[src/hdl/csr_defs.svh]
`ifndef CSR_DEFS_SVH
`define CSR_DEFS_SVH
// ----------------------------------------
// register map (byte addresses)
// ----------------------------------------
`define CSR_ADDR_ACC 8'h00
`define CSR_ADDR_FLAGS 8'h04
`define CSR_ADDR_STACK 8'h08
`define CSR_ADDR_BANK 8'h0C
`define CSR_ADDR_JHIGH 8'h10
`define CSR_ADDR_PC 8'h14
`define CSR_ADDR_IDX 8'h18
`define CSR_ADDR_PTR 8'h1C
`define CSR_ADDR_RING 8'h20
`define CSR_ADDR_OP 8'h24
`define CSR_ADDR_PORT 8'h28
`define CSR_ADDR_WAIT 8'h2C
// ----------------------------------------
// field positions and values
// ----------------------------------------
`define CSR_RING_IDX_LSB 0
`define CSR_RING_PTR_LSB 8
`define CSR_FLAG_Z 0
`define CSR_FLAG_N 1
`define CSR_BANK_FLASH 2'h0
`define CSR_BANK_SRAM 2'h2
`define CSR_PM_WAIT_RST 4'h2
`define CSR_RESP_OKAY 2'h0
`define CSR_RESP_SLVERR 2'h2
`endif

[src/hdl/csr_pkg.sv]
package csr_pkg;
   typedef enum logic [2:0] {
      CSR_OP_NONE,
      CSR_OP_CALL,
      CSR_OP_RET,
      CSR_OP_LONG_JUMP_OP,
      CSR_OP_LONG_CALL_OP,
      CSR_OP_STEP
   } csr_op_e;
   typedef struct packed {
      logic [5:0] gp_dir;
      logic [5:0] gp_out;
      logic [1:0] dbg_dir;
      logic [1:0] dbg_out;
   } csr_port_s;
endpackage

[src/hdl/csr_core.sv]
// The AXI4-Lite interface to the registers and the register offsets are this design's own decisions.
`timescale 1ns/1ps
`include "csr_defs.svh"
module csr_core #(
   parameter int unsigned PC_W = 18,
   parameter int unsigned SP_W = 5,
   parameter int unsigned ACC_W = 16
) (
   // clock, reset, enable
   input wire logic clk_in,
   input wire logic rst_in,
   input wire logic clk_en_in,
   input wire logic reset_in_low_pin_in,
   // axi4-lite write
   input wire logic [7:0] s_axi_awaddr_in,
   input wire logic s_axi_awvalid_in,
   output logic s_axi_awready_out,
   input wire logic [31:0] s_axi_wdata_in,
   input wire logic [3:0] s_axi_wstrb_in,
   input wire logic s_axi_wvalid_in,
   output logic s_axi_wready_out,
   output logic [1:0] s_axi_bresp_out,
   output logic s_axi_bvalid_out,
   input wire logic s_axi_bready_in,
   // axi4-lite read
   input wire logic [7:0] s_axi_araddr_in,
   input wire logic s_axi_arvalid_in,
   output logic s_axi_arready_out,
   output logic [31:0] s_axi_rdata_out,
   output logic [1:0] s_axi_rresp_out,
   output logic s_axi_rvalid_out,
   input wire logic s_axi_rready_in,
   // pins
   input wire logic probe_attached_in,
   input wire logic [5:0] gp_pin_in,
   output logic [5:0] gp_pin_out,
   output logic [5:0] gp_pin_oe_n_out,
   input wire logic [1:0] debug_shared_port_in,
   output logic [1:0] debug_shared_port_out,
   output logic [1:0] debug_shared_port_oe_n_out,
   output logic probe_clock_pin_out,
   input wire logic probe_data_pin_in,
   output logic audio_out_pos_out,
   output logic audio_out_neg_out,
   // status
   output logic [PC_W-1:0] pc_out,
   output logic pm_busy_out
);
   if (PC_W != 18 || SP_W != 5 || ACC_W != 16) begin : g_width_check
      $error("csr_core: widths fixed by the core");
   end

   // ----------------------------------------
   // reset pin synchroniser
   // ----------------------------------------
   // pin resets asynchronously, release is synchronised
   logic rst_pin_meta;
   logic rst_pin_sync;
   wire logic rst_all = rst_in | ~reset_in_low_pin_in;
   always_ff @(posedge clk_in or posedge rst_all) begin
      if (rst_all) begin
         rst_pin_meta <= 1'b0;
         rst_pin_sync <= 1'b0;
      end else begin
         rst_pin_meta <= 1'b1;
         rst_pin_sync <= rst_pin_meta;
      end
   end
   wire logic rst = rst_in | ~rst_pin_sync;

   // both shared pins and the probe data pin, each through its own two flops
   logic [2:0] dbg_meta;
   logic [2:0] dbg_sync;
   logic probe_meta;
   logic probe_sync;
   logic [5:0] gp_meta;
   logic [5:0] gp_sync;
   always_ff @(posedge clk_in or posedge rst) begin
      if (rst) begin
         dbg_meta <= 3'h0;
         dbg_sync <= 3'h0;
         probe_meta <= 1'b0;
         probe_sync <= 1'b0;
         gp_meta <= 6'h00;
         gp_sync <= 6'h00;
      end else begin
         dbg_meta <= {debug_shared_port_in, probe_data_pin_in};
         dbg_sync <= dbg_meta;
         probe_meta <= probe_attached_in;
         probe_sync <= probe_meta;
         gp_meta <= gp_pin_in;
         gp_sync <= gp_meta;
      end
   end

   // ----------------------------------------
   // register state
   // ----------------------------------------
   logic [15:0] accumulator_reg;
   logic [1:0] flags;
   logic [4:0] call_stack_pointer;
   logic [1:0] code_bank_select;
   logic [15:0] jump_high_part;
   logic [17:0] pc;
   logic [15:0] index_zero_reg;
   logic [15:0] pointer_zero_reg;
   logic [15:0] ring_length_reg;
   logic [3:0] pm_wait;
   logic [3:0] pm_count;
   csr_pkg::csr_port_s port_cfg;
   wire logic [7:0] index_ring_length = ring_length_reg[`CSR_RING_IDX_LSB +: 8];
   wire logic [7:0] pointer_ring_length = ring_length_reg[`CSR_RING_PTR_LSB +: 8];

   // ----------------------------------------
   // axi4-lite slave
   // ----------------------------------------
   logic aw_held;
   logic w_held;
   logic [7:0] aw_addr;
   logic [31:0] w_data;
   logic [3:0] w_strb;
   // readies drop while frozen, so no handshake is seen that the flops miss
   assign s_axi_awready_out = clk_en_in & ~aw_held & ~s_axi_bvalid_out;
   assign s_axi_wready_out = clk_en_in & ~w_held & ~s_axi_bvalid_out;
   assign s_axi_arready_out = clk_en_in & ~s_axi_rvalid_out;
   wire logic wr_go = aw_held & w_held & ~s_axi_bvalid_out;
   wire logic wr_full = w_strb[0] & w_strb[1];
   wire logic [15:0] wd = w_data[15:0];

   always_ff @(posedge clk_in or posedge rst) begin
      if (rst) begin
         aw_held <= 1'b0;
         w_held <= 1'b0;
         aw_addr <= 8'h00;
         w_data <= 32'h0000_0000;
         w_strb <= 4'h0;
         s_axi_bvalid_out <= 1'b0;
         s_axi_bresp_out <= `CSR_RESP_OKAY;
      end else if (clk_en_in) begin
         if (s_axi_awvalid_in && s_axi_awready_out) begin
            aw_held <= 1'b1;
            aw_addr <= s_axi_awaddr_in;
         end
         if (s_axi_wvalid_in && s_axi_wready_out) begin
            w_held <= 1'b1;
            w_data <= s_axi_wdata_in;
            w_strb <= s_axi_wstrb_in;
         end
         if (wr_go) begin
            aw_held <= 1'b0;
            w_held <= 1'b0;
            s_axi_bvalid_out <= 1'b1;
            s_axi_bresp_out <= (aw_addr > `CSR_ADDR_WAIT || aw_addr[1:0] != 2'h0) ?
               `CSR_RESP_SLVERR : `CSR_RESP_OKAY;
         end else if (s_axi_bready_in) begin
            s_axi_bvalid_out <= 1'b0;
         end
      end
   end

   // ----------------------------------------
   // instruction strobes and stall
   // ----------------------------------------
   // op register write: [2:0] op, bit 8 pm access; a pm access stalls
   // for pm_wait cycles, other ops retire in the write cycle, or are dropped while a stall runs
   wire logic op_wr = wr_go && aw_addr == `CSR_ADDR_OP && w_strb[0];
   csr_pkg::csr_op_e op;
   assign op = op_wr ? csr_pkg::csr_op_e'(w_data[2:0]) : csr_pkg::CSR_OP_NONE;
   wire logic op_pm = op_wr & w_data[8];
   assign pm_busy_out = pm_count != 4'h0;

   always_ff @(posedge clk_in or posedge rst) begin
      if (rst) begin
         pm_count <= 4'h0;
      end else if (clk_en_in) begin
         if (op_pm && !pm_busy_out) begin
            pm_count <= pm_wait;
         end else if (pm_busy_out) begin
            pm_count <= pm_count - 4'h1;
         end
      end
   end
   wire logic op_ok = op_wr & ~pm_busy_out;

   // ----------------------------------------
   // accumulator and flags
   // ----------------------------------------
   // ALU result arrives as a write with strobe bytes 0 and 1 high
   always_ff @(posedge clk_in or posedge rst) begin
      if (rst) begin
         accumulator_reg <= 16'h0000;
         flags <= 2'h0;
      end else if (clk_en_in && wr_go && aw_addr == `CSR_ADDR_ACC && wr_full) begin
         accumulator_reg <= wd;
         flags[`CSR_FLAG_Z] <= wd == 16'h0000;
         flags[`CSR_FLAG_N] <= wd[15];
      end
   end

   // ----------------------------------------
   // stack, bank, program counter
   // ----------------------------------------
   wire logic [17:0] long_target = {code_bank_select, jump_high_part};
   wire logic bank_ok = wd[1:0] == `CSR_BANK_FLASH || wd[1:0] == `CSR_BANK_SRAM;
   always_ff @(posedge clk_in or posedge rst) begin
      if (rst) begin
         call_stack_pointer <= 5'h00;
         code_bank_select <= `CSR_BANK_FLASH;
         jump_high_part <= 16'h0000;
         pc <= 18'h00000;
         pm_wait <= `CSR_PM_WAIT_RST;
      end else if (clk_en_in) begin
         if (wr_go && wr_full) begin
            if (aw_addr == `CSR_ADDR_BANK && bank_ok) begin
               code_bank_select <= wd[1:0];
            end else if (aw_addr == `CSR_ADDR_JHIGH) begin
               jump_high_part <= wd;
            end else if (aw_addr == `CSR_ADDR_WAIT) begin
               pm_wait <= wd[3:0];
            end
         end
         if (op_ok) begin
            case (op)
               csr_pkg::CSR_OP_CALL: begin
                  call_stack_pointer <= call_stack_pointer + 5'h01;
                  pc <= pc + 18'h00001;
               end
               csr_pkg::CSR_OP_RET: begin
                  call_stack_pointer <= call_stack_pointer - 5'h01;
                  pc <= pc + 18'h00001;
               end
               csr_pkg::CSR_OP_LONG_JUMP_OP: pc <= long_target;
               csr_pkg::CSR_OP_LONG_CALL_OP: begin
                  pc <= long_target;
                  call_stack_pointer <= call_stack_pointer + 5'h01;
               end
               csr_pkg::CSR_OP_STEP: pc <= pc + 18'h00001;
               default: pc <= pc;
            endcase
         end
      end
   end
   assign pc_out = pc;

   // ----------------------------------------
   // ring addressing
   // ----------------------------------------
   // ring length 0 means linear addressing; stride is 1 on step op
   function automatic logic [15:0] ring_step(input logic [15:0] cur, input logic [7:0] len);
      logic [15:0] base;
      logic [15:0] nxt;
      base = cur & ~16'h00FF;
      nxt = cur + 16'h0001;
      if (len != 8'h00 && nxt[7:0] >= len) begin
         ring_step = base;
      end else begin
         ring_step = nxt;
      end
   endfunction

   always_ff @(posedge clk_in or posedge rst) begin
      if (rst) begin
         index_zero_reg <= 16'h0000;
         pointer_zero_reg <= 16'h0000;
         ring_length_reg <= 16'h0000;
      end else if (clk_en_in) begin
         if (wr_go && wr_full && aw_addr == `CSR_ADDR_IDX) begin
            index_zero_reg <= wd;
         end else if (op_ok && op == csr_pkg::CSR_OP_STEP && w_data[16]) begin
            index_zero_reg <= ring_step(index_zero_reg, index_ring_length);
         end
         if (wr_go && wr_full && aw_addr == `CSR_ADDR_PTR) begin
            pointer_zero_reg <= wd;
         end else if (op_ok && op == csr_pkg::CSR_OP_STEP && w_data[17]) begin
            pointer_zero_reg <= ring_step(pointer_zero_reg, pointer_ring_length);
         end
         if (wr_go && wr_full && aw_addr == `CSR_ADDR_RING) begin
            ring_length_reg <= wd;
         end
      end
   end

   // ----------------------------------------
   // pins
   // ----------------------------------------
   always_ff @(posedge clk_in or posedge rst) begin
      if (rst) begin
         port_cfg <= '0;
      end else if (clk_en_in && wr_go && wr_full && aw_addr == `CSR_ADDR_PORT) begin
         port_cfg <= wd;
      end
   end
   assign gp_pin_out = port_cfg.gp_out & port_cfg.gp_dir;
   assign gp_pin_oe_n_out = ~port_cfg.gp_dir;
   // probe owns both shared pins; data pin direction is left to the probe
   assign probe_clock_pin_out = probe_sync & dbg_sync[2];
   assign debug_shared_port_out = probe_sync ? 2'h0 : port_cfg.dbg_out & port_cfg.dbg_dir;
   assign debug_shared_port_oe_n_out = probe_sync ? 2'h3 : ~port_cfg.dbg_dir;
   // no pwm engine here; outputs parked low
   assign audio_out_pos_out = 1'b0;
   assign audio_out_neg_out = 1'b0;

   // ----------------------------------------
   // read path
   // ----------------------------------------
   logic [31:0] next_rdata;
   always_comb begin
      next_rdata = 32'h0000_0000;
      if (s_axi_araddr_in == `CSR_ADDR_ACC) begin
         next_rdata[15:0] = accumulator_reg;
      end else if (s_axi_araddr_in == `CSR_ADDR_FLAGS) begin
         next_rdata[1:0] = flags;
      end else if (s_axi_araddr_in == `CSR_ADDR_STACK) begin
         next_rdata[4:0] = call_stack_pointer;
      end else if (s_axi_araddr_in == `CSR_ADDR_BANK) begin
         next_rdata[1:0] = code_bank_select;
      end else if (s_axi_araddr_in == `CSR_ADDR_JHIGH) begin
         next_rdata[15:0] = jump_high_part;
      end else if (s_axi_araddr_in == `CSR_ADDR_PC) begin
         next_rdata[17:0] = pc;
      end else if (s_axi_araddr_in == `CSR_ADDR_IDX) begin
         next_rdata[15:0] = index_zero_reg;
      end else if (s_axi_araddr_in == `CSR_ADDR_PTR) begin
         next_rdata[15:0] = pointer_zero_reg;
      end else if (s_axi_araddr_in == `CSR_ADDR_RING) begin
         next_rdata[15:0] = ring_length_reg;
      end else if (s_axi_araddr_in == `CSR_ADDR_OP) begin
         next_rdata[0] = pm_busy_out;
      end else if (s_axi_araddr_in == `CSR_ADDR_PORT) begin
         next_rdata[15:0] = {gp_sync, probe_sync ? {dbg_sync[2], dbg_sync[0]} : dbg_sync[2:1],
            port_cfg.gp_dir, port_cfg.dbg_dir};
      end else if (s_axi_araddr_in == `CSR_ADDR_WAIT) begin
         next_rdata[3:0] = pm_wait;
      end
   end
   wire logic rd_bad = s_axi_araddr_in > `CSR_ADDR_WAIT || s_axi_araddr_in[1:0] != 2'h0;

   always_ff @(posedge clk_in or posedge rst) begin
      if (rst) begin
         s_axi_rvalid_out <= 1'b0;
         s_axi_rdata_out <= 32'h0000_0000;
         s_axi_rresp_out <= `CSR_RESP_OKAY;
      end else if (clk_en_in) begin
         if (s_axi_arvalid_in && s_axi_arready_out) begin
            s_axi_rvalid_out <= 1'b1;
            s_axi_rdata_out <= next_rdata;
            s_axi_rresp_out <= rd_bad ? `CSR_RESP_SLVERR : `CSR_RESP_OKAY;
         end else if (s_axi_rready_in) begin
            s_axi_rvalid_out <= 1'b0;
         end
      end
   end

   // ----------------------------------------
   // checks
   // ----------------------------------------
   a_acc_flag_zero: assert property (@(posedge clk_in) disable iff (rst)
      $changed(accumulator_reg) |-> flags[`CSR_FLAG_Z] == (accumulator_reg == 16'h0000))
      else $error("zero flag does not follow accumulator");
   a_stack_call_up: assert property (@(posedge clk_in) disable iff (rst)
      clk_en_in && op_ok && op == csr_pkg::CSR_OP_CALL |=>
      call_stack_pointer == $past(call_stack_pointer) + 5'h01)
      else $error("stack pointer did not rise on call");
   a_stack_ret_down: assert property (@(posedge clk_in) disable iff (rst)
      clk_en_in && op_ok && op == csr_pkg::CSR_OP_RET |=>
      call_stack_pointer == $past(call_stack_pointer) - 5'h01)
      else $error("stack pointer did not fall on return");
   a_bank_legal: assert property (@(posedge clk_in) disable iff (rst)
      code_bank_select == `CSR_BANK_FLASH || code_bank_select == `CSR_BANK_SRAM)
      else $error("reserved bank selected");
   a_long_jump: assert property (@(posedge clk_in) disable iff (rst)
      clk_en_in && op_ok && op == csr_pkg::CSR_OP_LONG_JUMP_OP |=>
      pc == {$past(code_bank_select), $past(jump_high_part)})
      else $error("long jump target wrong");
   a_idx_ring_wrap: assert property (@(posedge clk_in) disable iff (rst)
      index_ring_length != 8'h00 && $changed(index_zero_reg) &&
      !$past(wr_go) |-> index_zero_reg[7:0] < index_ring_length)
      else $error("index left its ring");
   a_pm_stall: assert property (@(posedge clk_in) disable iff (rst)
      clk_en_in && op_pm && !pm_busy_out && pm_wait >= 4'h2 |=> pm_busy_out ##1 pm_busy_out)
      else $error("pm access did not stall");
   a_ports_low: assert property (@(posedge clk_in)
      $fell(rst) |-> gp_pin_out == 6'h00 && gp_pin_oe_n_out == 6'h3F && !audio_out_pos_out)
      else $error("pins not low after reset");
endmodule // csr_core

[config.mk]
export PLATFORM = sky130hd
export DESIGN_NAME = csr_core
export DESIGN_NICKNAME = d
export VERILOG_FILES = /design/src/hdl/csr_pkg.sv /design/src/hdl/csr_core.sv
export VERILOG_INCLUDE_DIRS = /design/src /design/src/hdl
export SDC_FILE = /design/constraint.sdc
export NUM_CORES = 1
export LEC_CHECK = 0
export ABC_CLOCK_PERIOD_IN_PS = 38400
export BUFFER_PORTS_ARGS = -buffer_cell sky130_fd_sc_hd__buf_2
export CORE_MARGIN = 4
export CORE_UTILIZATION = 55
export CTS_BUF_LIST = sky130_fd_sc_hd__clkbuf_16
export DETAILED_ROUTE_END_ITERATION = 8
export HOLD_SLACK_MARGIN = 0.1
export PLACE_DENSITY_LB_ADDON = 0.1
export SLEW_MARGIN = 20
export SYNTH_ARGS = -nofsm -noshare
export SYNTH_HDL_FRONTEND = slang
export SYNTH_SLANG_ARGS = --single-unit
[constraint.sdc]
create_clock -name clk_in -period 38.4 [get_ports clk_in]
set_input_delay 11.52 -clock clk_in [delete_from_list [all_inputs] [get_ports clk_in]]
set_output_delay 11.52 -clock clk_in [all_outputs]
set_load 0.1 [all_outputs]
-- Word-level counts from Yosys, hierarchy flattened
Cells that the tools add are included.
- add/subtract/negate cells: 6
- $lt $le $gt $ge: 4
- equality and inequality tests: 27
- multiplexer cells: 58
- bitwise gates (word level): 26
- reductions and logical operators: 65
- operator list (cell ; number):
    two-way mux 16 bit ; 18
    equality test 8 x 6 -> 1 bit (second input constant) ; 8
    equality test 8 x 5 -> 1 bit (second input constant) ; 7
    two-way mux 4 bit ; 14
    one-hot mux 18 bit (2 select lines) ; 1
    adder 16 x 1 -> 16 bit (second input constant) ; 2
    equality test 8 x 4 -> 1 bit (second input constant) ; 3
    AND reduction 2 bit ; 12
    nonzero test 2 bit ; 11
    logical AND 1 bit ; 21
    adder 18 x 1 -> 18 bit (second input constant) ; 1
    two-way mux 2 bit ; 9
    greater-or-equal comparator 8 bit ; 2
    > comparator 8 x 6 -> 1 bit (second input constant) ; 2
    zero test 16 bit ; 1
    zero test 8 bit ; 2
    nonzero test 8 bit ; 2
    two-way mux 15 bit ; 1
    AND reduction 3 bit ; 5
    two-way mux 13 bit ; 1
    two-way mux 12 bit ; 1
    bitwise AND 1 bit ; 11
    two-way mux 1 bit ; 10
    one-hot mux 5 bit (2 select lines) ; 1
    other kinds (25) ; 40
- register bits: 207
- input port bits: 71
- output and inout port bits: 79
- word-level logic and storage cells: 221

-- Logic depth before layout (Yosys ltp)
- depth after elaboration: 27
- gate-level depth with buffers: 13
- mapped depth without buffers: 11

-- Worst setup path after synthesis
Ideal clock, no wire load.
- kind: input to output
- start: input clk_en_in
- end: output s_axi_arready_out
- arrival: 13273 ps
- data required time: 26880 ps
- slack: 13607 ps
- cell stages on the path: 3
- path buffers: 1
- cell sequence: clkbuf_1 inv_1 nor2_1
- word-level cells in the longest chain between the ends: 1
- RTL lines (element ; RTL line ; RTL):
    start: declaration ; csr_core.sv:12 ; input wire logic clk_en_in,
    bitwise AND 1 bit ; csr_core.sv:125 ; assign s_axi_arready_out = clk_en_in & ~s_axi_rvalid_out;
    end: declaration ; csr_core.sv:28 ; output logic s_axi_arready_out,
Every way passes these cells.

-- Worst setup path in the final report
Ends and elaborated chain as after synthesis.

==> impl_metrics.csv <==
group,metric,value,unit
synthesis,seq_area_frac_synth,45.0,%
clock_tree,cts_buffers,23,
sta,finClkSkew,22.2,ps
cells_and_area,n_fill_cell,1738,
clock_tree,root_buffer,"clkbuf_16",
clock_tree,cts_resized,0,
run,maxCapViolations,0,
power_and_ir_drop,power,0.684,mW
clock_tree,post_cts_buffers,0,
placement,dpl_worst_slack,14190,ps
clock_tree,cts_tree,"done",
worst_setup_path,crit_path_start_kind,"input pin",
worst_setup_path,crit_path_cell_trace,"buf_2 > inv_1 > nor2_1 > buf_2",
drt,routed_via_density,6.28,
synthesis,async_reset_ff_share,100,%
floorplan,die_area,0.0230,mm2
power_and_ir_drop,power_frac_comb,23.5,%
grt,grt_max_degree,138,
sta,tns,0,ps
outcome,status,"completed",
cells_and_area,antenna_cells,0,
power_and_ir_drop,seqPwrFrac,44.1,%
drt,first_pass_iters,9,
synthesis,ys.flop_type,"dfrtp_1",
cells_and_area,post-route-util,62.8,%
sta,period_share,63.0,%
placement,port_buffers,115,
cells_and_area,syn2layout_area_growth,12.2,%
placement,gp_congestion,0.925,
cells_and_area,final_cell_mix,"dfrtp_1, nand2_1, buf_2",
floorplan,pin_count,150,
grt,track_usage,29.9,%
clock_tree,ctsHtreeMaxLevel,1,
floorplan,die_h,152,um
drt,postRouteAntennaNets,0,
grt,grt_pass1_vias,9238,
synthesis,synth_edf_count,0,
synthesis,synth_area_per_cell,9.50,um2
power_and_ir_drop,p_clk_share,32.4,%
sta,setup_slack,14190,ps
power_and_ir_drop,p_sw_share,39.0,%
worst_setup_path,cp_max_fo,20,
worst_setup_path,end_kind,"output pin",
grt,antenna_found_initial,0,
placement,placed_cells,1512,
floorplan,fp.coreArea,0.0202,mm2
worst_setup_path,cp_common_cell,"buf_2",
synthesis,netlist_area,0.0113,mm2
drt,route.vias.total,9758,
cells_and_area,design_area,0.0127,mm2
synthesis,synth-seq-cells,204,
power_and_ir_drop,intPower,0.417,mW
sta,slew_headroom,26.8,%
sta,max_freq,0.0413,GHz
sta,slew_viol_final,0,
synthesis,synth_cell_types,79,
worst_setup_path,critPathKind,"in2out",
clock_tree,clk_pin_slew,50,ps
sta,setup_viol,0,
cells_and_area,drive_gt1_share,20.6,%
power_and_ir_drop,power.density,53.8,mW/mm2
drt,drc,0,
worst_setup_path,crit_family,"buffers and inverters",
drt,wl_per_cell,22.1,um
placement,placed_area,0.0120,mm2
power_and_ir_drop,p_leak,5.68,nW
power_and_ir_drop,peakVddDrop,0.0000493,V
worst_hold_path,hold_path_class,"reg2reg",
worst_setup_path,crit_path_max_incr_delay,430,ps
worst_setup_path,critical_path.slowest_cell,"buf_2",
sta,final_hold_viol_count,0,
sta,finalHoldWorstSlack,346,ps
worst_setup_path,crit_required,26880,ps
floorplan,die_w,152,um
grt,grt_first_pass_wirelength,52.9,mm
worst_setup_path,cp_data_arrival_time,12690,ps
clock_tree,insertion_delay,530,ps
drt,drt_iter0_drc,1036,
clock_tree,ctsLongestPathBuffers,3,
placement,dpl.hpwl,23.9,mm
grt,grt_overflow,0,
clock_tree,hold_buffers,0,
floorplan,start_util,56.0,%
synthesis,ys.warnings.count,0,
sta,rsz0062_at_grt,"no",
floorplan,rows,52,
worst_setup_path,crit_buf_inv,3,
cells_and_area,layout.cells.non_filler,1554,
sta,worst_pin_slew,1100,ps
sta,fin_crit,24210,ps
synthesis,synthCells,1193,
cells_and_area,num-nets-final,1363,
power_and_ir_drop,p_sw,0.267,mW
cells_and_area,final_common_cell,"dfrtp_1",
clock_tree,cts_sinks,204,
drt,routed_wl,34.4,mm
[synthesized netlist by cell type (16+ instances only)]
cell / count / area share (%)
clkbuf_1: 55 / 1.8
nor2_1: 74 / 2.5
dfrtp_1: 203 / 45
a31oi_1: 16 / 0.88
o21ai_0: 73 / 3.2
and3_1: 16 / 0.88
buf_4: 19 / 1.3
ha_1: 24 / 2.6
inv_1: 46 / 1.5
o22ai_1: 20 / 1.1
nand4_1: 20 / 1.1
nand2_1: 133 / 4.4
a21oi_1: 95 / 4.2
and2_1: 19 / 1.0
nand3_1: 34 / 1.5
mux2_2: 82 / 8.1
[final timing paths]
kind                            slack, ps                 from  cells past startpoint                  end
worst max-delay path                14190            clk_en_in                      4    s_axi_arready_out
worst min-delay path                  350           probe_meta                      0           probe_sync
worst max register to register      34620  pointer_zero_reg[0]                     11  pointer_zero_reg[7]
worst min register to register        350           probe_meta                      0           probe_sync
max in group asynchronous           25850               rst_in                      4             flags[0]
min in group asynchronous             560         rst_pin_sync                      2          dbg_meta[0]
[power groups by stage]
stage	Combinational [mW]	Sequential [mW]	Clock, mW
floorplan	0.0986	0.309	0
global placement	0.158	0.303	0
detailed placement	0.160	0.304	0
CTS	0.161	0.300	0.224
global route	0.172	0.305	0.234
finish	0.161	0.302	0.222
[routing by layer]
metal,wire length (um),global-route usage [%],vias to the layer above
met5,0,0,-
met4,1580,12.1,0
met3,3170,5.65,99
met2,15300,45.5,482
met1,14300,42.2,4716
li1,-,-,4461
[cell type report]
| cell class | instances | area, um2 | share of cell area, % |
|---|---|---|---|
| Tap cell | 270 | 338 | 2.66 |
| Timing Repair Buffer | 122 | 641 | 5.04 |
| Inverter | 46 | 173 | 1.36 |
| Clock buffer | 23 | 576 | 4.53 |
| Multi-Input combinational cell | 870 | 5700 | 44.9 |
| Sequential cell | 204 | 5110 | 40.2 |
| Clock inverter | 19 | 179 | 1.41 |
[logic make-up after synthesis]
group                      synth area share (%)
AOI/OAI and AO/OA                          18.8
xor gates and xnor gates                   1.31
adders and majority gates                  2.83
buffers and inverters                      5.36
DFF                                        45.0
muxes                                      9.29
other                                    0.0662
and+or+nand+nor                            17.3
No activity file was read; power rests on OpenSTA's default activity.
